**src/shared/reset_seq_cfg.svh**
```systemverilog
`ifndef RESET_SEQ_CFG_SVH
`define RESET_SEQ_CFG_SVH

// Timing counts in CPU clock cycles
`define SEQ_CPU_CYCLES 512
`define DETECT_CYCLES 2
`define LATCH_DELAY_PLL 4
`define LATCH_DELAY_BYPASS 3

// Register byte offsets
`define OFS_SYSTEM_CONFIG 8'h00
`define OFS_PORT_SHADOW 8'h04
`define OFS_BUS_CONFIG_ZERO 8'h08
`define OFS_RESET_STATUS 8'h0C
`define OFS_PORT_LATCH 8'h10

// System configuration fields
`define SYSCFG_BIDIR_BIT 3
`define SYSCFG_PWD_BIT 5

// Bus configuration fields
`define BUSCFG_TYPE_LSB 6
`define BUSCFG_ALE_BIT 9
`define BUSCFG_ACT_BIT 10

// Status fields
`define STAT_KIND_LSB 0
`define STAT_INIT_DONE_BIT 3
`define STAT_IN_RESET_BIT 4
`define STAT_PULL_BIT 5

// Port sampling masks per reset kind
`define MASK_SOFT 16'h1FC0
`define CLEAR_SOFT 16'h003C
`define MASK_SHORT 16'h1FFF
`define MASK_ALL 16'hFFFF

`define REG_RESET_VAL 16'h0000

`endif

```
**src/shared/reset_seq_pkg.sv**
```systemverilog
package reset_seq_pkg;

	typedef enum logic [2:0] {
		KIND_POR,
		KIND_ASYNC,
		KIND_LONG_HW,
		KIND_SHORT_HW,
		KIND_SOFTWARE,
		KIND_WATCHDOG
	} reset_kind_t;

	typedef struct packed {
		logic wr;
		logic rd;
		logic [7:0] addr;
		logic [15:0] wdata;
	} reg_req_t;

	// Configuration port layout, bit 15 down to bit 0
	typedef struct packed {
		logic [2:0] clock_config_field;
		logic [1:0] segment_addr_select;
		logic [1:0] chip_select_count;
		logic write_config_bit;
		logic [1:0] bus_type_field;
		logic reserved_5;
		logic bootstrap_select;
		logic [1:0] reserved_3_2;
		logic adapt_mode;
		logic emu_mode;
	} port_cfg_t;

endpackage : reset_seq_pkg
```
**src/rtl/bidir_reset_config_latch.sv**
```systemverilog
`timescale 1ns/10ps
`include "reset_seq_cfg.svh"
// Behaviour
// - Reset output low at every sequence start
// - Reset output held low until end-of-init
// - Bit 3 enables bidirectional reset
// - Every reset sequence clears bidirectional enable
// - Enable accepted only before end-of-init
// - Low RC level cancels pull, forces async except after POR
// - Pull reset input low during whole sequence
// - Internal sequence lasts 512 CPU clocks
// - Pull released before first instruction fetch
// - Bidir soft/watchdog resets act as hardware
// - RC weak pull-down while reset input low
// - RC pull-up after sequence if powerdown set
// - New reset async if RC low, else sync
// - Sampled port bits depend on reset kind
// - Latched fields copied to shadow and bus
// - Latch config 4 clocks after rise, 3 bypassed
// - Soft/watchdog resets clear bits 5 to 2
module bidir_reset_config_latch
	import reset_seq_pkg::*;
#(
	parameter int SEQ_CYCLES = `SEQ_CPU_CYCLES,
	parameter int DETECT = `DETECT_CYCLES
) (
	input wire logic CLOCK,
	input wire logic SYS_RST,
	input wire logic RESET_IN_N_I,
	output logic RESET_IN_N_O,
	output logic RESET_IN_N_OE,
	output logic RESET_OUT_N,
	input wire logic RC_ABOVE_THRESHOLD,
	output logic RC_PULLDOWN_EN,
	output logic RC_PULLUP_EN,
	input wire port_cfg_t CONFIG_PORT,
	input wire logic EXTERNAL_ACCESS_N,
	input wire logic PLL_BYPASS,
	input wire logic END_OF_INIT_INSTR,
	input wire logic SOFTWARE_RESET_INSTR,
	input wire logic WATCHDOG_OVERFLOW,
	output logic CPU_RESET,
	output logic CONFIG_LATCHED,
	input wire reg_req_t REG_REQ,
	output logic [15:0] REG_RDATA
);

	typedef enum logic [2:0] {
		ST_SEQ,
		ST_EXTEND,
		ST_LATCH_WAIT,
		ST_INIT,
		ST_RUN
	} state_t;

	localparam int SEQ_W = $clog2(SEQ_CYCLES + 1);

	state_t state_reg;
	reset_kind_t kind_reg;
	logic [SEQ_W-1:0] seq_cnt_reg;
	logic [2:0] latch_cnt_reg;
	logic [1:0] low_cnt_reg;
	logic pull_active_reg;
	logic pull_used_reg;
	logic bidir_reset_enable;
	logic powerdown_config_bit;
	logic init_done_reg;
	logic reset_out_n_reg;
	logic cpu_reset_reg;
	logic latch_strobe_reg;
	logic [15:0] rdata_reg;

	logic [18:0] pin_sync;
	port_cfg_t port_sync;
	logic rst_in_low;
	logic rc_above;
	logic ext_access_n_sync;
	logic running;
	logic hw_start;
	logic soft_start;
	logic seq_start;
	logic seq_last;
	logic latch_last;
	logic [2:0] latch_delay;
	logic rc_cancel;
	logic [15:0] shadow;
	logic [15:0] bus_cfg;
	logic [15:0] status;
	port_cfg_t latched_cfg;

	////////////////////////////////////////////////////////////////////////
	// Pin synchronisers

	sync_two_ff #(
		.WIDTH(19),
		.RESET_VAL(19'h7FFFF)
	) u_pin_sync (
		.clk(CLOCK),
		.rst(SYS_RST),
		.d({RESET_IN_N_I, RC_ABOVE_THRESHOLD, EXTERNAL_ACCESS_N,
			CONFIG_PORT}),
		.q(pin_sync)
	);

	assign rst_in_low = ~pin_sync[18];
	assign rc_above = pin_sync[17];
	assign ext_access_n_sync = pin_sync[16];
	assign port_sync = port_cfg_t'(pin_sync[15:0]);

	////////////////////////////////////////////////////////////////////////
	// Sequence control

	assign running = (state_reg == ST_INIT) || (state_reg == ST_RUN);
	assign hw_start = running && rst_in_low
		&& (low_cnt_reg == 2'(DETECT - 1));
	assign soft_start = running && !hw_start
		&& (SOFTWARE_RESET_INSTR || WATCHDOG_OVERFLOW);
	assign seq_start = hw_start || soft_start;
	assign seq_last = (seq_cnt_reg == SEQ_W'(SEQ_CYCLES - 1));
	assign latch_delay = PLL_BYPASS ? 3'(`LATCH_DELAY_BYPASS)
		: 3'(`LATCH_DELAY_PLL);
	assign latch_last = (latch_cnt_reg == latch_delay - 3'h1);
	assign rc_cancel = ((state_reg == ST_SEQ) || (state_reg == ST_EXTEND))
		&& !rc_above && (rst_in_low || pull_active_reg);

	// Consecutive low samples of the reset input
	always_ff @(posedge CLOCK) begin
		if (SYS_RST || !rst_in_low) begin
			low_cnt_reg <= 2'h0;
		end else if (low_cnt_reg != 2'h3) begin
			low_cnt_reg <= low_cnt_reg + 2'h1;
		end
	end

	always_ff @(posedge CLOCK) begin
		if (SYS_RST) begin
			state_reg <= ST_SEQ;
		end else begin
			case (state_reg)
				ST_SEQ: if (seq_last) state_reg <= ST_EXTEND;
				ST_EXTEND: if (!rst_in_low) state_reg <= ST_LATCH_WAIT;
				ST_LATCH_WAIT: if (latch_last) state_reg <= ST_INIT;
				ST_INIT: begin
					if (seq_start) begin
						state_reg <= ST_SEQ;
					end else if (END_OF_INIT_INSTR) begin
						state_reg <= ST_RUN;
					end
				end
				ST_RUN: if (seq_start) state_reg <= ST_SEQ;
				default: state_reg <= ST_SEQ;
			endcase
		end
	end

	always_ff @(posedge CLOCK) begin
		if (SYS_RST || seq_start || state_reg != ST_SEQ) begin
			seq_cnt_reg <= '0;
		end else begin
			seq_cnt_reg <= seq_cnt_reg + SEQ_W'(1);
		end
	end

	always_ff @(posedge CLOCK) begin
		if (SYS_RST || state_reg != ST_LATCH_WAIT) begin
			latch_cnt_reg <= 3'h0;
		end else begin
			latch_cnt_reg <= latch_cnt_reg + 3'h1;
		end
	end

	always_ff @(posedge CLOCK) begin
		if (SYS_RST) begin
			kind_reg <= KIND_POR;
		end else if (hw_start) begin
			kind_reg <= rc_above ? KIND_SHORT_HW : KIND_ASYNC;
		end else if (soft_start && bidir_reset_enable) begin
			kind_reg <= KIND_SHORT_HW;
		end else if (soft_start) begin
			kind_reg <= SOFTWARE_RESET_INSTR ? KIND_SOFTWARE : KIND_WATCHDOG;
		end else if (rc_cancel && kind_reg != KIND_POR) begin
			kind_reg <= KIND_ASYNC;
		end else if (state_reg == ST_SEQ && seq_last && rst_in_low
			&& !pull_used_reg && kind_reg == KIND_SHORT_HW) begin
			kind_reg <= KIND_LONG_HW;
		end
	end

	////////////////////////////////////////////////////////////////////////
	// Bidirectional pull-down on the reset input

	always_ff @(posedge CLOCK) begin
		if (SYS_RST) begin
			pull_active_reg <= 1'b0;
		end else if (seq_start) begin
			pull_active_reg <= bidir_reset_enable;
		end else if (rc_cancel || (state_reg == ST_SEQ && seq_last)) begin
			pull_active_reg <= 1'b0;
		end
	end

	always_ff @(posedge CLOCK) begin
		if (SYS_RST) begin
			pull_used_reg <= 1'b0;
		end else if (seq_start) begin
			pull_used_reg <= bidir_reset_enable;
		end
	end

	assign RESET_IN_N_O = 1'b0;
	assign RESET_IN_N_OE = pull_active_reg;
	assign RC_PULLDOWN_EN = rst_in_low || pull_active_reg;
	assign RC_PULLUP_EN = powerdown_config_bit && running;

	////////////////////////////////////////////////////////////////////////
	// Reset output, CPU reset and init tracking

	always_ff @(posedge CLOCK) begin
		if (SYS_RST || seq_start) begin
			reset_out_n_reg <= 1'b0;
		end else if (state_reg == ST_INIT && END_OF_INIT_INSTR) begin
			reset_out_n_reg <= 1'b1;
		end
	end

	always_ff @(posedge CLOCK) begin
		if (SYS_RST || seq_start) begin
			init_done_reg <= 1'b0;
		end else if (state_reg == ST_INIT && END_OF_INIT_INSTR) begin
			init_done_reg <= 1'b1;
		end
	end

	always_ff @(posedge CLOCK) begin
		if (SYS_RST || seq_start) begin
			cpu_reset_reg <= 1'b1;
		end else if (state_reg == ST_LATCH_WAIT && latch_last) begin
			cpu_reset_reg <= 1'b0;
		end
	end

	always_ff @(posedge CLOCK) begin
		if (SYS_RST) begin
			latch_strobe_reg <= 1'b0;
		end else begin
			latch_strobe_reg <= (state_reg == ST_LATCH_WAIT) && latch_last;
		end
	end

	assign RESET_OUT_N = reset_out_n_reg;
	assign CPU_RESET = cpu_reset_reg;
	assign CONFIG_LATCHED = latch_strobe_reg;

	////////////////////////////////////////////////////////////////////////
	// Configuration latching

	config_latch u_config_latch (
		.clk(CLOCK),
		.rst(SYS_RST),
		.strobe(latch_strobe_reg),
		.kind(kind_reg),
		.port(port_sync),
		.ext_access_n(ext_access_n_sync),
		.latched(latched_cfg),
		.shadow(shadow),
		.bus_cfg(bus_cfg)
	);

	////////////////////////////////////////////////////////////////////////
	// Register port

	always_ff @(posedge CLOCK) begin
		if (SYS_RST || seq_start) begin
			bidir_reset_enable <= 1'b0;
		end else if (REG_REQ.wr && REG_REQ.addr == `OFS_SYSTEM_CONFIG) begin
			if (!REG_REQ.wdata[`SYSCFG_BIDIR_BIT]) begin
				bidir_reset_enable <= 1'b0;
			end else if (!init_done_reg) begin
				bidir_reset_enable <= 1'b1;
			end
		end
	end

	always_ff @(posedge CLOCK) begin
		if (SYS_RST) begin
			powerdown_config_bit <= 1'b0;
		end else if (REG_REQ.wr && REG_REQ.addr == `OFS_SYSTEM_CONFIG) begin
			powerdown_config_bit <= REG_REQ.wdata[`SYSCFG_PWD_BIT];
		end
	end

	always_comb begin
		status = `REG_RESET_VAL;
		status[`STAT_KIND_LSB +: 3] = kind_reg;
		status[`STAT_INIT_DONE_BIT] = init_done_reg;
		status[`STAT_IN_RESET_BIT] = cpu_reset_reg;
		status[`STAT_PULL_BIT] = pull_active_reg;
	end

	always_ff @(posedge CLOCK) begin
		if (SYS_RST || !REG_REQ.rd) begin
			rdata_reg <= `REG_RESET_VAL;
		end else begin
			case (REG_REQ.addr)
				`OFS_SYSTEM_CONFIG: begin
					rdata_reg <= `REG_RESET_VAL;
					rdata_reg[`SYSCFG_BIDIR_BIT] <= bidir_reset_enable;
					rdata_reg[`SYSCFG_PWD_BIT] <= powerdown_config_bit;
				end
				`OFS_PORT_SHADOW: rdata_reg <= shadow;
				`OFS_BUS_CONFIG_ZERO: rdata_reg <= bus_cfg;
				`OFS_RESET_STATUS: rdata_reg <= status;
				`OFS_PORT_LATCH: rdata_reg <= latched_cfg;
				default: rdata_reg <= `REG_RESET_VAL;
			endcase
		end
	end

	assign REG_RDATA = rdata_reg;

endmodule : bidir_reset_config_latch

```
**src/rtl/config_latch.sv**
```systemverilog
`timescale 1ns/10ps
`include "reset_seq_cfg.svh"
module config_latch
	import reset_seq_pkg::*;
(
	input wire logic clk,
	input wire logic rst,
	input wire logic strobe,
	input wire reset_kind_t kind,
	input wire port_cfg_t port,
	input wire logic ext_access_n,
	output port_cfg_t latched,
	output logic [15:0] shadow,
	output logic [15:0] bus_cfg
);

	logic [15:0] sample_mask;
	logic [15:0] clear_mask;
	port_cfg_t latched_next;

	always_comb begin
		sample_mask = `MASK_ALL;
		clear_mask = `REG_RESET_VAL;
		case (kind)
			KIND_SOFTWARE, KIND_WATCHDOG: begin
				sample_mask = `MASK_SOFT;
				clear_mask = `CLEAR_SOFT;
			end
			KIND_SHORT_HW: sample_mask = `MASK_SHORT;
			default: sample_mask = `MASK_ALL;
		endcase
		latched_next = port_cfg_t'(((port & sample_mask)
			| (latched & ~sample_mask)) & ~clear_mask);
	end

	always_ff @(posedge clk) begin
		if (rst) begin
			latched <= port_cfg_t'(`REG_RESET_VAL);
		end else if (strobe) begin
			latched <= latched_next;
		end
	end

	// High byte fields land in the low byte of the shadow
	always_ff @(posedge clk) begin
		if (rst) begin
			shadow <= `REG_RESET_VAL;
		end else if (strobe) begin
			shadow <= {8'h00, latched_next[15:8]};
		end
	end

	always_ff @(posedge clk) begin
		if (rst) begin
			bus_cfg <= `REG_RESET_VAL;
		end else if (strobe) begin
			bus_cfg <= `REG_RESET_VAL;
			bus_cfg[`BUSCFG_TYPE_LSB +: 2] <= latched_next.bus_type_field;
			bus_cfg[`BUSCFG_ALE_BIT] <= ext_access_n;
			bus_cfg[`BUSCFG_ACT_BIT] <= ext_access_n;
		end
	end

endmodule : config_latch

```
**src/rtl/sync_two_ff.sv**
```systemverilog
`timescale 1ns/10ps
module sync_two_ff #(
	parameter int WIDTH = 1,
	parameter logic [WIDTH-1:0] RESET_VAL = '0
) (
	input wire logic clk,
	input wire logic rst,
	input wire logic [WIDTH-1:0] d,
	output logic [WIDTH-1:0] q
);

	logic [WIDTH-1:0] meta_reg;

	always_ff @(posedge clk) begin
		if (rst) begin
			meta_reg <= RESET_VAL;
			q <= RESET_VAL;
		end else begin
			meta_reg <= d;
			q <= meta_reg;
		end
	end

endmodule : sync_two_ff

```
**config.mk**
```make
export PLATFORM = sky130hd
export DESIGN_NAME = bidir_reset_config_latch
export DESIGN_NICKNAME = d
export VERILOG_FILES = /design/src/shared/reset_seq_pkg.sv /design/src/rtl/bidir_reset_config_latch.sv /design/src/rtl/config_latch.sv /design/src/rtl/sync_two_ff.sv
export VERILOG_INCLUDE_DIRS = /design/src /design/src/shared
export SDC_FILE = /design/constraint.sdc
export NUM_CORES = 1
export LEC_CHECK = 0
export ABC_AREA = 1
export BUFFER_PORTS_ARGS = -buffer_cell sky130_fd_sc_hd__clkbuf_2
export CORE_UTILIZATION = 40
export CTS_CLUSTER_DIAMETER = 200
export DETAILED_ROUTE_END_ITERATION = 7
export PLACE_DENSITY_LB_ADDON = 0.12
export SYNTH_ARGS = -nofsm -noshare
export SYNTH_HDL_FRONTEND = slang
export SYNTH_SLANG_ARGS = --single-unit
```
**constraint.sdc**
```tcl
create_clock -name CLOCK -period 3.4 [get_ports CLOCK]
set_clock_uncertainty 0.05 [all_clocks]
set_input_delay 0.51 -clock CLOCK [delete_from_list [all_inputs] [get_ports CLOCK]]
set_output_delay 0.51 -clock CLOCK [all_outputs]
set_load 0.005 [all_outputs]
```
; ---- Word level (Yosys, flattened, before mapping)
; Cells that the tools add are included.
[totals]
wordCells = 122
ff_bits = 109
input_bits = 51
[op_classes]
mux = 22
n_eq_ne = 22
n_bitwise = 7
n_addsub = 4
reduce_logical = 40
[ops]
columns = op, count
row1 = one-hot mux 16 bit (5 select lines), 1
row2 = AND 16 bit, 3
row3 = two-way mux 3 bit, 12
row4 = one-hot mux 16 bit (2 select lines), 1
row5 = equality test 8 x 4 -> 1 bit (second input constant), 2
row6 = logical AND 1 bit, 16
row7 = NOT 16 bit, 1
row8 = NOT 6 -> 16 bit, 1
row9 = bitwise OR 16 bit, 1
row10 = one-hot mux 3 bit (5 select lines), 1
row11 = logical OR 1 bit, 11
row12 = adder 10 x 1 -> 10 bit (second input constant), 1
row13 = equality test 10 x 9 -> 1 bit (second input constant), 1
row14 = inequality test 2 bit (second input constant), 5
row15 = equality test 3 x 2 -> 1 bit (second input constant), 3
row16 = equality test 3 bit (second input constant), 3
row17 = equality test 8 x 3 -> 1 bit (second input constant), 1
row18 = equality test 8 x 5 -> 1 bit (second input constant), 1
row19 = logical NOT 8 bit, 1
row20 = two-way mux 6 bit, 1
row21 = nonzero test 3 bit, 2
row22 = two-way mux 1 bit, 5
row23 = AND reduction 5 bit, 1
row24 = nonzero test 5 bit, 1
row25 = 16 further kinds, 19

; ---- Logic depth before layout (Yosys ltp)
; Gate-level depths: netlist of run 1.
[logic_depth]
ltp_word = 10
ltp_mapped = 11

; ---- Hierarchy
; A second synthesis of run 1 with hierarchy kept.
[unflattened]
cells_unflattened = 577
hier_area_um2 = 4321.6
[by_module_without_submodules]
columns = mod, area_each_um2, n_inst, cells_per_inst, seq_area_each_um2
row1 = bidir_reset_config_latch, 2338.5, 1, 339, 880.8
row2 = sync_two_ff, 1093.5, 1, 119, 760.7
row3 = config_latch, 889.6, 1, 119, 340.3

; ---- Worst setup path after synthesis of run 1
; OpenSTA, ideal clock, no wires.
[synth_timing]
path_type = input-to-reg
start = input port REG_REQ[23] (netlist bit)
end = register rdata_reg[0] (netlist: REG_RDATA[0])
stages = 9
setup_time_ns = 0.056
slack_ns = 1.929
t_arrival_ns = 1.365
n_path_buf = 0
cell_sequence = nor2_1 -> nand3_2 -> inv_1 -> nand3_1 -> nor2_2 -> nand2_1 -> o211ai_1 -> nand2_1 -> inv_1
[synth_between]
elab_chain_cells = 2
elab_cells_between_ends = 6
[synth_lines]
columns = element, line
row1 = start: declaration, bidir_reset_config_latch.sv:44  ; input wire reg_req_t REG_REQ,
row2 = equality test 8 x 5 -> 1 bit (tied with other cells), bidir_reset_config_latch.sv:304  ; case (REG_REQ.addr)
row3 = one-hot mux 16 bit (5 select lines) *, bidir_reset_config_latch.sv:304
row4 = end signal: assignment, bidir_reset_config_latch.sv:306  ; rdata_reg <= `REG_RESET_VAL;
row5 = end signal: indexed assignment, bidir_reset_config_latch.sv:307  ; rdata_reg[`SYSCFG_BIDIR_BIT] <= bidir_reset_enable;
row6 = end signal: indexed assignment, bidir_reset_config_latch.sv:308  ; rdata_reg[`SYSCFG_PWD_BIT] <= powerdown_config_bit;
row7 = end: declaration, bidir_reset_config_latch.sv:71  ; logic [15:0] rdata_reg;
; Mark *: on every way between the ends. The rest lies on a longest branch, timed or not.
; A chain may end at the register's enable or synchronous reset.

; ---- Worst setup path in the final report of run 1
[layout_timing]
start = register state_reg[1]
end = output port RC_PULLUP_EN
[layout_between]
elab_chain_cells = 3
elab_cells_between_ends = 4
[layout_lines]
columns = element, line
row1 = start: declaration, bidir_reset_config_latch.sv:58  ; state_t state_reg;
row2 = start signal: assignment, bidir_reset_config_latch.sv:137  ; state_reg <= ST_SEQ;
row3 = start signal: assignment, bidir_reset_config_latch.sv:140  ; ST_SEQ: if (seq_last) state_reg <= ST_EXTEND;
row4 = start signal: assignment, bidir_reset_config_latch.sv:141  ; ST_EXTEND: if (!rst_in_low) state_reg <= ST_LATCH_WAIT;
row5 = equality test 3 x 2 -> 1 bit or equality test 3 bit (tied branches), bidir_reset_config_latch.sv:113  ; assign running = (state_reg == ST_INIT) || (state_reg == ST_RUN);
row6 = logical OR 1 bit *, bidir_reset_config_latch.sv:113
row7 = logical AND 1 bit *, bidir_reset_config_latch.sv:213  ; assign RC_PULLUP_EN = powerdown_config_bit && running;
row8 = end: declaration, bidir_reset_config_latch.sv:35  ; output logic RC_PULLUP_EN,
; Marked as above.

==> metrics.md, run 1 <==
| Metric | Value |
|---|---|
| Period utilization | `0.559` |
| Crit path max fanout | `4` |
| DP Wirelength | `slightly above 5 mm` |
| Clock-pin slew on the worst setup and hold paths | `roughly 0.1 ns` |
| Number of flops mapped to enable cells by yosys | `0` |
| Slowest stage delay, CP | `0.36 ns` |
| Cells after Synth | `about 440` |
| Area grow syn2layout | `16.9%` |
| Worst Max-Slew Pin Slew | `0.528 ns` |
| Tot GR Track Use | `0.155` |
| Num CTS Buffers | `9` |
| Port Buffer Count | `58` |
| Req. time, crit path | `around 2.8 ns` |
| Critical Path End | `RC_PULLUP_EN` |
| Synth Area in Compound Gates | `0.0873` |
| Post-DRT Antenna Nets | `0` |
| Fmax | `about 530 MHz` |
| Die area | `9490 um2` |
| Min-delay worst type | `primary input to flop` |
| Largest net degree at the start of global routing | `46` |
| Cells on worst reg2reg path | `5` |
| Bufs and invs on worst path | `1` |
| Crit path capture type | `output port` |
| Pwr Density | `551 nW/um2` |
| Adder-cell share of the synthesized area | `0.0137` |
| Final hold vios | `0` |
| Detailed-route via count | `about 2700` |
| Vias in the first global route | `between 2000 and 3000` |
| Die height | `between 90 and 100 um` |
| Cell area after synthesis | `about 3600 um2` |
| Critical path origin | `state_reg[1]` |
| RR Startpoint | `CONFIG_LATCHED` |
| Min Tclk post-route | `approximately 1.9 ns` |
| Mux contribution to synthesized area | `0` |
| Max-cap violation count | `0` |
| Slew Viols, Final | `0` |
| Seq cells post-synth | `99` |
| Wire per inst | `~11 um` |
| Crit-path cells | `nor2_1 > nand2_1 > a21oi_1 > clkbuf_2` |
| Synth Flop Type | `dfxtp_1` |
| Largest family of logic cells by synthesized area | `simple AND/OR/NAND/NOR gates` |
| 1st-iter DRT viols | `55` |
| Clock buffer depth | `2` |
| M1 WL | `between 3 and 4 mm` |
| CTS Sinks | `99` |
| Clk root buf | `clkbuf_8` |
| Synthesized net count | `between 400 and 500` |
| Postcts setup bufs | `0` |
| Fin Setup TNS | `0 ns` |
| Worst VDD drop | `approximately 0.00019 V` |
| Data arrival, critical path | `roughly 1.3 ns` |
| Die width | `between 90 and 100 um` |
| DR pass1 iterations | `4` |
| Post-Route WL | `6.87 mm` |
| Vias per cell | `roughly 4.5` |
| Core area | `8760 um2` |
| Initial Util | `0.415` |
| Number of cell rows | `34` |
| DR WL met2 | `roughly 2.9 mm` |
| Total Power | `around 0.0023 W` |
| Placer congestion estimate | `around 0.85` |
| Async SR Flop Fraction | `0` |
| Synth cell types | `37` |
| Hold WS | `0.265 ns` |
| Met3 routed WL | `roughly 410 um` |
| Status | `finished, final reports clean` |
| IO Pins | `74` |
| Layout cells sized above 1 | `0.268` |
| RSZ-0062 raised after global routing | `false` |
| Top sig layer | `met4` |
| Critical path class | `flop to output port` |
| Antenna violations before repair | `0` |
| Critical-path top delay cell | `dfxtp_1` |
| Seq/Total Area, Yosys | `0.544` |
| Synth warn | `0` |
| DRC Markers | `0` |
| Simple-gate portion of the synthesized area | `0.279` |
| R2R Setup Slk | `between 1.5 and 2 ns` |
| Crit path launch type | `flop` |
| First-pass GRT wire length | `11.8 mm` |
| Clk_lat worst skew | `0.37 ns` |
| Antenna Cells | `0` |
| Levels on crit path | `4` |
| Final nets | `around 550` |
| Gr ovfl total | `0` |
| P_leak | `between 1.5 and 2 nW` |
| Htree depth | `3` |
| TritonCTS clock tree | `built` |
| Max-slew headroom | `0.646` |
| CP delay by family, top | `flip-flops` |
| Final setup fails | `0` |
| CTS resizes | `0` |
| Synth Area per Inst | `~8.3 um2` |
| Cts hold-fix bufs | `0` |
| Xor-xnor portion of the synthesized cell area | `0.0144` |
## cell families after synthesis
| group | after synthesis |
|---|---|
| and+or+nand+nor | 217 |
| DFF | 99 |
| adders and majority gates | 4 |
| buffers and inverters | 56 |
| other | 1 |
| AOI/OAI and AO/OA | 54 |
| xor gates and xnor gates | 6 |
## metrics by stage
stage                     cells  setup slack [ns]  area (um2)   util
after detailed placement    596              1.52        4040  0.461
after global routing        612              1.38        4260  0.486
after global placement      596              1.52        4040  0.461
after CTS                   612              1.50        4260  0.486
final                       612              1.50        4260  0.486
after floorplan             437              1.93        3640      -
## cells in the final DEF, fill, tap and decap left out, types with 3 or more instances in the layout
cell,netlist,layout
inv_2,3,3
nor3_1,6,6
a21oi_1,22,22
inv_1,44,44
or2_2,40,40
clkbuf_2,0,58
clkbuf_8,0,10
xor2_1,4,4
ha_1,4,4
nand2_2,4,4
nand3_1,14,14
nand2_1,79,79
dfxtp_1,99,99
nor2_1,61,61
o21ai_0,16,16
a31oi_1,5,5
## how the worst min path moves through the flow
| stage | start | to | cells after the start |
|---|---|---|---|
| after global routing | CONFIG_PORT[15] | u_pin_sync.meta_reg[15] | 2 |
| final | CONFIG_PORT[15] | u_pin_sync.meta_reg[15] | 2 |
| after global placement | u_pin_sync.meta_reg[4] | u_pin_sync.q[4] | 1 |
| after CTS | CONFIG_PORT[15] | u_pin_sync.meta_reg[15] | 2 |
| after detailed placement | u_pin_sync.meta_reg[3] | u_pin_sync.q[3] | 1 |
| after floorplan | u_pin_sync.meta_reg[0] | u_pin_sync.q[0] | 1 |
## routing by layer
layer / vias up / global-route usage
met2: 73 / 0.232
met4: 0 / 0.0622
met5: - / 0
met1: 1172 / 0.208
met3: 10 / 0.0446
li1: 1485 / -
## cells in the mapped netlist (all sizes together) (3+ instances only)
| cell type | instances | share of area |
|---|---|---|
| inv | 47 | 0.048 |
| dfxtp | 99 | 0.54 |
| o21ai | 17 | 0.024 |
| a21oi | 24 | 0.037 |
| ha | 4 | 0.014 |
| nand3 | 15 | 0.022 |
| nor3 | 8 | 0.014 |
| xor2 | 4 | 0.0096 |
| nand4 | 3 | 0.0069 |
| clkbuf | 7 | 0.0072 |
| nor2 | 64 | 0.069 |
| or2 | 40 | 0.069 |
| nand2 | 84 | 0.091 |
| a31oi | 5 | 0.0086 |
## layout make-up
class / instances / area, um2
clock buffers: 10 / 138
clock inverters: 6 / 78.8
fillers: 889 / 4510
inverters: 47 / 176
multi-input cells: 282 / 1440
flip-flops and latches: 99 / 1980
well taps: 108 / 135
repair buffers: 60 / 305
## worst register-to-register path: stages (launching register included)
cell	delay, ns
dfxtp_1	0.50
inv_1	0.29
a21oi_2	0.39
nand2_1	0.21
o21ai_0	0.19
a21oi_1	0.05
## power breakdown
group          switching (W)  internal [W]
clock network       0.000424      0.000376
registers          0.0000362       0.00121
logic               0.000184      0.000111
total               0.000644       0.00170
Power figures use the tool's default switching activity.
==> run 2, diff against run 1 <==
clock period = 2 ns   (was 3.4 ns; I/O delays follow)
==> metrics.md, run 2 (same netlist as run 1, synthesis figures left out) <==
| Metric | Value |
|---|---|
| DP Wirelength | `5.16 mm (was 5.13 mm)` |
| Postcts setup bufs | `0 (unchanged)` |
| Slowest stage delay, CP | `0.40 ns (was 0.36 ns)` |
| Number of cell rows | `34 (unchanged)` |
| Die height | `97.4 um (unchanged)` |
| Layout cells sized above 1 | `0.272 (was 0.268)` |
| Period utilization | `0.814` |
| Most frequent cells in the layout | `99 x dfxtp_1, 79 x nand2_1, 61 x nor2_1, 58 x clkbuf_2, 44 x inv_1 (unchanged)` |
| Antenna Cells | `0 (unchanged)` |
| CTS Sinks | `99 (unchanged)` |
| Crit path launch type | `flop (unchanged)` |
| Num CTS Buffers | `9 (unchanged)` |
| Leading cell type in the layout, fill and taps excluded | `dfxtp_1 (unchanged)` |
| Gate power share | `0.130 (was 0.126)` |
| Pint | `0.00288 W (was 0.00170 W)` |
| Crit path max fanout | `4 (unchanged)` |
| CTS resizes | `0 (unchanged)` |
| Crit path capture type | `output port (unchanged)` |
| First-pass GRT wire length | `11.6 mm (was 11.8 mm)` |
| Final setup fails | `0 (unchanged)` |
| Crit-path cells | `nand3_1 > a21oi_1 > clkbuf_2 (was nor2_1 > nand2_1 > a21oi_1 > clkbuf_2)` |
| Gr ovfl total | `0 (unchanged)` |
| Min Tclk post-route | `roughly 1.6 ns` |
| Final Cell Area | `4270 um2 (was 4260 um2)` |
| Port Buffer Count | `58 (unchanged)` |
| Initial Util | `0.415 (unchanged)` |
| Die width | `97.4 um (unchanged)` |
| Min-delay worst type | `primary input to flop (unchanged)` |
| Status | `finished, final reports clean (unchanged)` |
| 1st-iter DRT viols | `124 (was 55)` |
| Cts hold-fix bufs | `0 (unchanged)` |
| Tot GR Track Use | `0.154 (was 0.155)` |
| Max-slew headroom | `0.654 (was 0.646)` |
| Final nets | `558 (was 554)` |
| Area grow syn2layout | `17.4% (was 16.9%)` |
| Req. time, crit path | `1.65 ns (was 2.84 ns)` |
| Critical-path top delay cell | `dfxtp_1 (unchanged)` |
| Post-DRT Antenna Nets | `0 (unchanged)` |
| Max-cap violation count | `0 (unchanged)` |
| Post-Route WL | `6.84 mm (was 6.87 mm)` |
| Clock buffer depth | `2 (unchanged)` |
| Clk root buf | `clkbuf_8 (unchanged)` |
| Fmax | `614 MHz` |
| Core area | `8760 um2 (unchanged)` |
| Switch Pwr | `0.00105 W (was 0.000644 W)` |
| Vias in the first global route | `2506 (was 2633)` |
| Switching part of the total power | `0.267 (was 0.275)` |
| Htree depth | `3 (unchanged)` |
| DR pass1 iterations | `4 (unchanged)` |
| R2R Setup Slk | `0.39 ns (was 1.62 ns)` |
| Worst VDD drop | `0.000292 V (was 0.000192 V)` |
| Vias per cell | `4.47 (was 4.48)` |
| Largest net degree at the start of global routing | `46 (unchanged)` |
| Worst Max-Slew Pin Slew | `0.516 ns (was 0.528 ns)` |
| RSZ-0062 raised after global routing | `false (unchanged)` |
| Clock-pin slew on the worst setup and hold paths | `0.09 ns (was 0.10 ns)` |
| P_leak | `1.84 nW (was 1.82 nW)` |
| Data arrival, critical path | `1.28 ns (was 1.34 ns)` |
| Placer congestion estimate | `0.864 (was 0.849)` |
| Slew Viols, Final | `0 (unchanged)` |
| Pwr Density | `918 nW/um2 (was 551 nW/um2)` |
| Fin Setup TNS | `0 ns (unchanged)` |
| Antenna violations before repair | `0 (unchanged)` |
| IO Pins | `74 (unchanged)` |
| Post-DP Area | `4070 um2 (was 4040 um2)` |
| Wire per inst | `11.1 um (was 11.2 um)` |
| TritonCTS clock tree | `built (unchanged)` |
| Flop pwr share | `0.542 (was 0.533)` |
| Clock power frac | `0.328 (was 0.341)` |
| Die area | `9490 um2 (unchanged)` |
| Critical path class | `flop to output port (unchanged)` |
| DRC Markers | `0 (unchanged)` |
| Clk_lat worst skew | `0.36 ns (was 0.37 ns)` |
| Final hold vios | `0 (unchanged)` |
| Detailed-route via count | `2755 (was 2740)` |
run 2: power by group through the flow:
stage               clock network (W)  registers, W  logic (W)
global placement                    0       0.00217   0.000501
finish                        0.00129       0.00213   0.000509
global route                  0.00142       0.00214   0.000591
detailed placement                  0       0.00217   0.000511
floorplan                           0       0.00216   0.000392
CTS                           0.00134       0.00213   0.000511
run 2: final timing paths:
| check | startpoint | to | depth (start not counted) |
|---|---|---|---|
| worst max-delay path | state_reg[1] | RC_PULLUP_EN | 3 |
| worst min-delay path | CONFIG_PORT[3] | u_pin_sync.meta_reg[3] | 2 |
| worst max register to register | low_cnt_reg[1] | seq_cnt_reg[2] | 9 |
| worst min register to register | u_pin_sync.meta_reg[15] | u_pin_sync.q[15] | 1 |
run 2: area by class of cell:
cell class                      count  area [um2]
Fill cell                         884        4490
Clock buffer                       11         141
Sequential cell                    99        1980
Tap cell                          108         135
Inverter                           47         176
Clock inverter                      5        61.3
Timing Repair Buffer               64         335
Multi-Input combinational cell    282        1440
run 2: per-stage QoR:
stage	total power (W)	utilization	hold WS (ns)	setup slack [ns]	cells
6_report	0.00392	0.488	0.0687	0.372	616
2_1_floorplan	0.00255	-	0.339	0.588	437
4_1_cts	0.00397	0.488	0.0457	0.353	616
3_3_place_gp	0.00267	0.464	0.345	0.416	600
5_1_grt	0.00414	0.488	0.0458	0.213	616
3_5_place_dp	0.00268	0.464	0.343	0.396	600
run 2: critical path: cells and delay by family (launching register included):
family          cells  cell delay (ns)
simple gates        1             0.18
flops               1             0.40
buf+inv             1             0.14
compound gates      1             0.21
run 2: metal layers:
metal,vias up,wire length [um],global-route usage
li1,1499,-,-
met1,1183,3470,0.212
met2,67,2940,0.224
met3,6,352,0.0410
met4,0,77,0.0679
met5,-,0,0
==> run 3, diff against run 2 <==
ABC_AREA = 0   (was 1)
clock period = 1.7 ns   (was 2 ns; I/O delays follow)
==> metrics.md, run 3 <==
| Metric | Value |
|---|---|
| Status | `finished with violations (was finished, final reports clean)` |
| Violated checks | `DRC, setup timing` |
| Antenna Cells | `0 (unchanged)` |
| Critical Path End | `state_reg[0] (was RC_PULLUP_EN)` |
| DP Wirelength | `5.46 mm (was 5.16 mm)` |
| Port Buffer Count | `58 (unchanged)` |
| Leading cell type in the layout, fill and taps excluded | `dfxtp_1 (unchanged)` |
| Synth warn | `0 (unchanged)` |
| P_leak | `1.90 nW (was 1.84 nW)` |
| Max-cap violation count | `0 (unchanged)` |
| Util after Layout | `0.520 (was 0.488)` |
| Worst VDD drop | `0.000406 V (was 0.000292 V)` |
| Seq/Total Area, Yosys | `0.537 (was 0.544)` |
| Fmax | `roughly 550 MHz` |
| Wire per inst | `13.2 um (was 11.1 um)` |
| Synth Area per Inst | `9.74 um2 (was 8.33 um2)` |
| Vias per cell | `4.91 (was 4.47)` |
| Critical path class | `flop to flop (was flop to output port)` |
| Slew Viols, Final | `0 (unchanged)` |
| CTS Sinks | `99 (unchanged)` |
| Synthesized net count | `434 (was 492)` |
| DR pass1 iterations | `7 (was 4)` |
| Placer congestion estimate | `0.777 (was 0.864)` |
| Final nets | `517 (was 558)` |
| Die width | `98.0 um (was 97.4 um)` |
| Final hold vios | `0 (unchanged)` |
| Worst setup margin | `-0.113 ns (was 0.372 ns)` |
| DRC Markers | `5 (was 0)` |
| Largest net degree at the start of global routing | `33 (was 46)` |
| Cell area after synthesis | `3690 um2 (was 3640 um2)` |
| Number of cell rows | `34 (unchanged)` |
| 1st-iter DRT viols | `117 (was 124)` |
| Synth Flop Type | `dfxtp_1 (unchanged)` |
| Pwr Density | `885 nW/um2 (was 918 nW/um2)` |
| Data arrival, critical path | `1.99 ns (was 1.28 ns)` |
| Cells after Synth | `379 (was 437)` |
| Crit-path cells | `buf_4 > or3b_4 > a31oi_2 > and4bb_1 > o31ai_1 > mux2_1 (was nand3_1 > a21oi_1 > clkbuf_2)` |
| RSZ-0062 raised after global routing | `true (was false)` |
| Min Tclk post-route | `around 1.8 ns` |
| Die area | `9610 um2 (was 9490 um2)` |
| Async SR Flop Fraction | `0 (unchanged)` |
| Min-delay worst type | `primary input to flop (unchanged)` |
| Cell taking the most area after synthesis | `dfxtp_1 (unchanged)` |
| RR Startpoint | `state_reg[2] (was low_cnt_reg[1])` |
| Crit path max fanout | `4 (unchanged)` |
| Slowest stage delay, CP | `0.40 ns (about the same)` |
| Synth cell types | `54 (was 37)` |
| Post-Layout Cell Count | `574 (was 616)` |
| Number of flops mapped to enable cells by yosys | `0 (unchanged)` |
| Critical path origin | `state_reg[2] (was state_reg[1])` |
| Final setup fails | `6 (was 0)` |
| Core area | `8810 um2 (was 8760 um2)` |
| Cells on worst reg2reg path | `6 (was 9)` |
| Ranking of synthesized cells by area | `dfxtp_1 54%, or2_2 6.6%, nor2_1 4.2%, mux2i_1 3.5%, a21oi_1 2.4% (was dfxtp_1 54%, nand2_1 8.1%, or2_2 6.9%, nor2_1 6.3%, inv_1 4.5%)` |
| # placed instances | `550 (was 600)` |
| Htree depth | `3 (unchanged)` |
| Crit path capture type | `flop (was output port)` |
| Crit path launch type | `flop (unchanged)` |
| Worst flop-to-flop path endpoint | `state_reg[0] (was seq_cnt_reg[2])` |
| Layout cells sized above 1 | `0.371 (was 0.272)` |
| First-pass GRT wire length | `12.6 mm (was 11.6 mm)` |
| Vias in the first global route | `2707 (was 2506)` |
| IO Pins | `74 (unchanged)` |
| Die height | `98.0 um (was 97.4 um)` |
| Top-count cell post-synth | `dfxtp_1 (unchanged)` |
| R2R Setup Slk | `-0.11 ns (was 0.39 ns)` |
| CP delay by family, top | `simple AND/OR/NAND/NOR gates (was flip-flops)` |
| Clk root buf | `clkbuf_8 (unchanged)` |
| Initial Util | `0.419 (was 0.415)` |
| Seq cells post-synth | `99 (unchanged)` |
| Post-synth top cells | `99 x dfxtp_1, 41 x nor2_1, 39 x or2_2 (was 99 x dfxtp_1, 79 x nand2_1, 61 x nor2_1)` |
| Clock-pin slew on the worst setup and hold paths | `0.09 ns (about the same)` |
| Fin Setup TNS | `-0.266 ns (was 0 ns)` |
| Num CTS Buffers | `9 (unchanged)` |
| Req. time, crit path | `1.88 ns (was 1.65 ns)` |
| Layout fillers | `830 (was 884)` |
| Area grow syn2layout | `24.1% (was 17.4%)` |
| Detailed-route via count | `2819 (was 2755)` |
| Period utilization | `1.07` |
| Clock buffer depth | `2 (unchanged)` |
| Bufs and invs on worst path | `1 (unchanged)` |
| Antenna violations before repair | `0 (unchanged)` |
| Tot GR Track Use | `0.164 (was 0.154)` |
| Post-DRT Antenna Nets | `0 (unchanged)` |
| Gr ovfl total | `0 (unchanged)` |
| Clk_lat worst skew | `0.35 ns (was 0.36 ns)` |
| TritonCTS clock tree | `built (unchanged)` |
| Levels on crit path | `6 (was 3)` |
| Critical-path top delay cell | `or3b_4 (was dfxtp_1)` |
| Post-synth top area share | `0.537 (was 0.544)` |
| Most frequent cells in the layout | `96 x dfxtp_1, 57 x clkbuf_2, 40 x nor2_1, 39 x or2_2, 28 x buf_4 (was 99 x dfxtp_1, 79 x nand2_1, 61 x nor2_1, 58 x clkbuf_2, 44 x inv_1)` |
| Post-Route WL | `7.58 mm (was 6.84 mm)` |
run 3: cell count changes in the layout (fill, tap and decap cells not counted), moves of 6 or more:
| cell | change |
|---|---|
| o21ai_0 | -11 |
| buf_4 | +22 |
| a21oi_1 | -8 |
| nand2_1 | -61 |
| nand2b_1 | +8 |
| nor2_1 | -21 |
| buf_6 | +6 |
| a22oi_1 | +8 |
| mux2i_1 | +13 |
| nor2b_1 | +6 |
| inv_1 | -35 |
run 3: repair_timing:
action                                  4_1_cts  5_1_grt
pin swaps                                     4        2
buffers inserted                              7        2
cloned                                        0        0
hold buffers                                  0        0
endpoints found under the setup margin        4       10
gates resized for setup                      14       14
run 3: kinds of logic (layout without fill, tap and decap cells):
logic type                 after synthesis  count (layout)  share of synthesized area
AOI/OAI and AO/OA                       54              54                     0.0994
xor gates and xnor gates                10              10                     0.0237
adders and majority gates                4               4                     0.0136
buffers and inverters                   28             115                     0.0322
DFF                                     99              99                      0.537
muxes                                   15              15                     0.0414
other                                    1               1                    0.00102
and+or+nand+nor                        168             168                      0.252
run 3: area by class of cell:
type	instances	area [um2]	share of cell area
inverter	9	33.8	0.00738
timing repair buffer	91	563	0.123
tap	108	135	0.0295
multi-input combinational	252	1660	0.363
clock buffer	10	138	0.0300
clock inverter	5	60.1	0.0131
sequential	99	1990	0.434
run 3: metal layers:
layer,track usage,up-vias,share of wire
met1,0.217,1302,0.50
met5,0,-,0
met3,0.0487,8,0.044
li1,-,1450,-
met4,0.0524,0,0.012
met2,0.256,59,0.44
run 3: worst min-delay path by stage:
stage | start | end | cells past startpoint
6_report | RESET_IN_N_I | u_pin_sync.meta_reg[18] | 2
5_1_grt | CONFIG_PORT[2] | u_pin_sync.meta_reg[2] | 2
4_1_cts | CONFIG_PORT[2] | u_pin_sync.meta_reg[2] | 2
3_5_place_dp | u_pin_sync.meta_reg[18] | u_pin_sync.q[18] | 1
3_3_place_gp | u_pin_sync.meta_reg[18] | u_pin_sync.q[18] | 1
2_1_floorplan | CONFIG_PORT[0] | u_pin_sync.meta_reg[0] | 1
run 3: power by group:
| group | leakage, nW | switching, W | internal, W | total (W) |
|---|---|---|---|---|
| Clock | 0.0992 | 0.000777 | 0.000721 | 0.00150 |
| Sequential | 0.809 | 0.0000143 | 0.00236 | 0.00238 |
| Combinational | 0.990 | 0.0000912 | 0.0000885 | 0.000180 |
| Total | 1.90 | 0.000883 | 0.00317 | 0.00406 |
run 3: per-stage QoR:
step | hold WS [ns] | cell area [um2] | total power (W) | setup WS (ns)
5_1_grt | 0.00461 | 4580 | 0.00424 | -0.159
2_1_floorplan | 0.309 | 3690 | 0.00253 | 0.00894
4_1_cts | 0.0100 | 4500 | 0.00411 | -0.132
6_report | 0.0314 | 4580 | 0.00406 | -0.113
3_5_place_dp | 0.343 | 4220 | 0.00261 | -0.108
3_3_place_gp | 0.344 | 4220 | 0.00261 | -0.0730
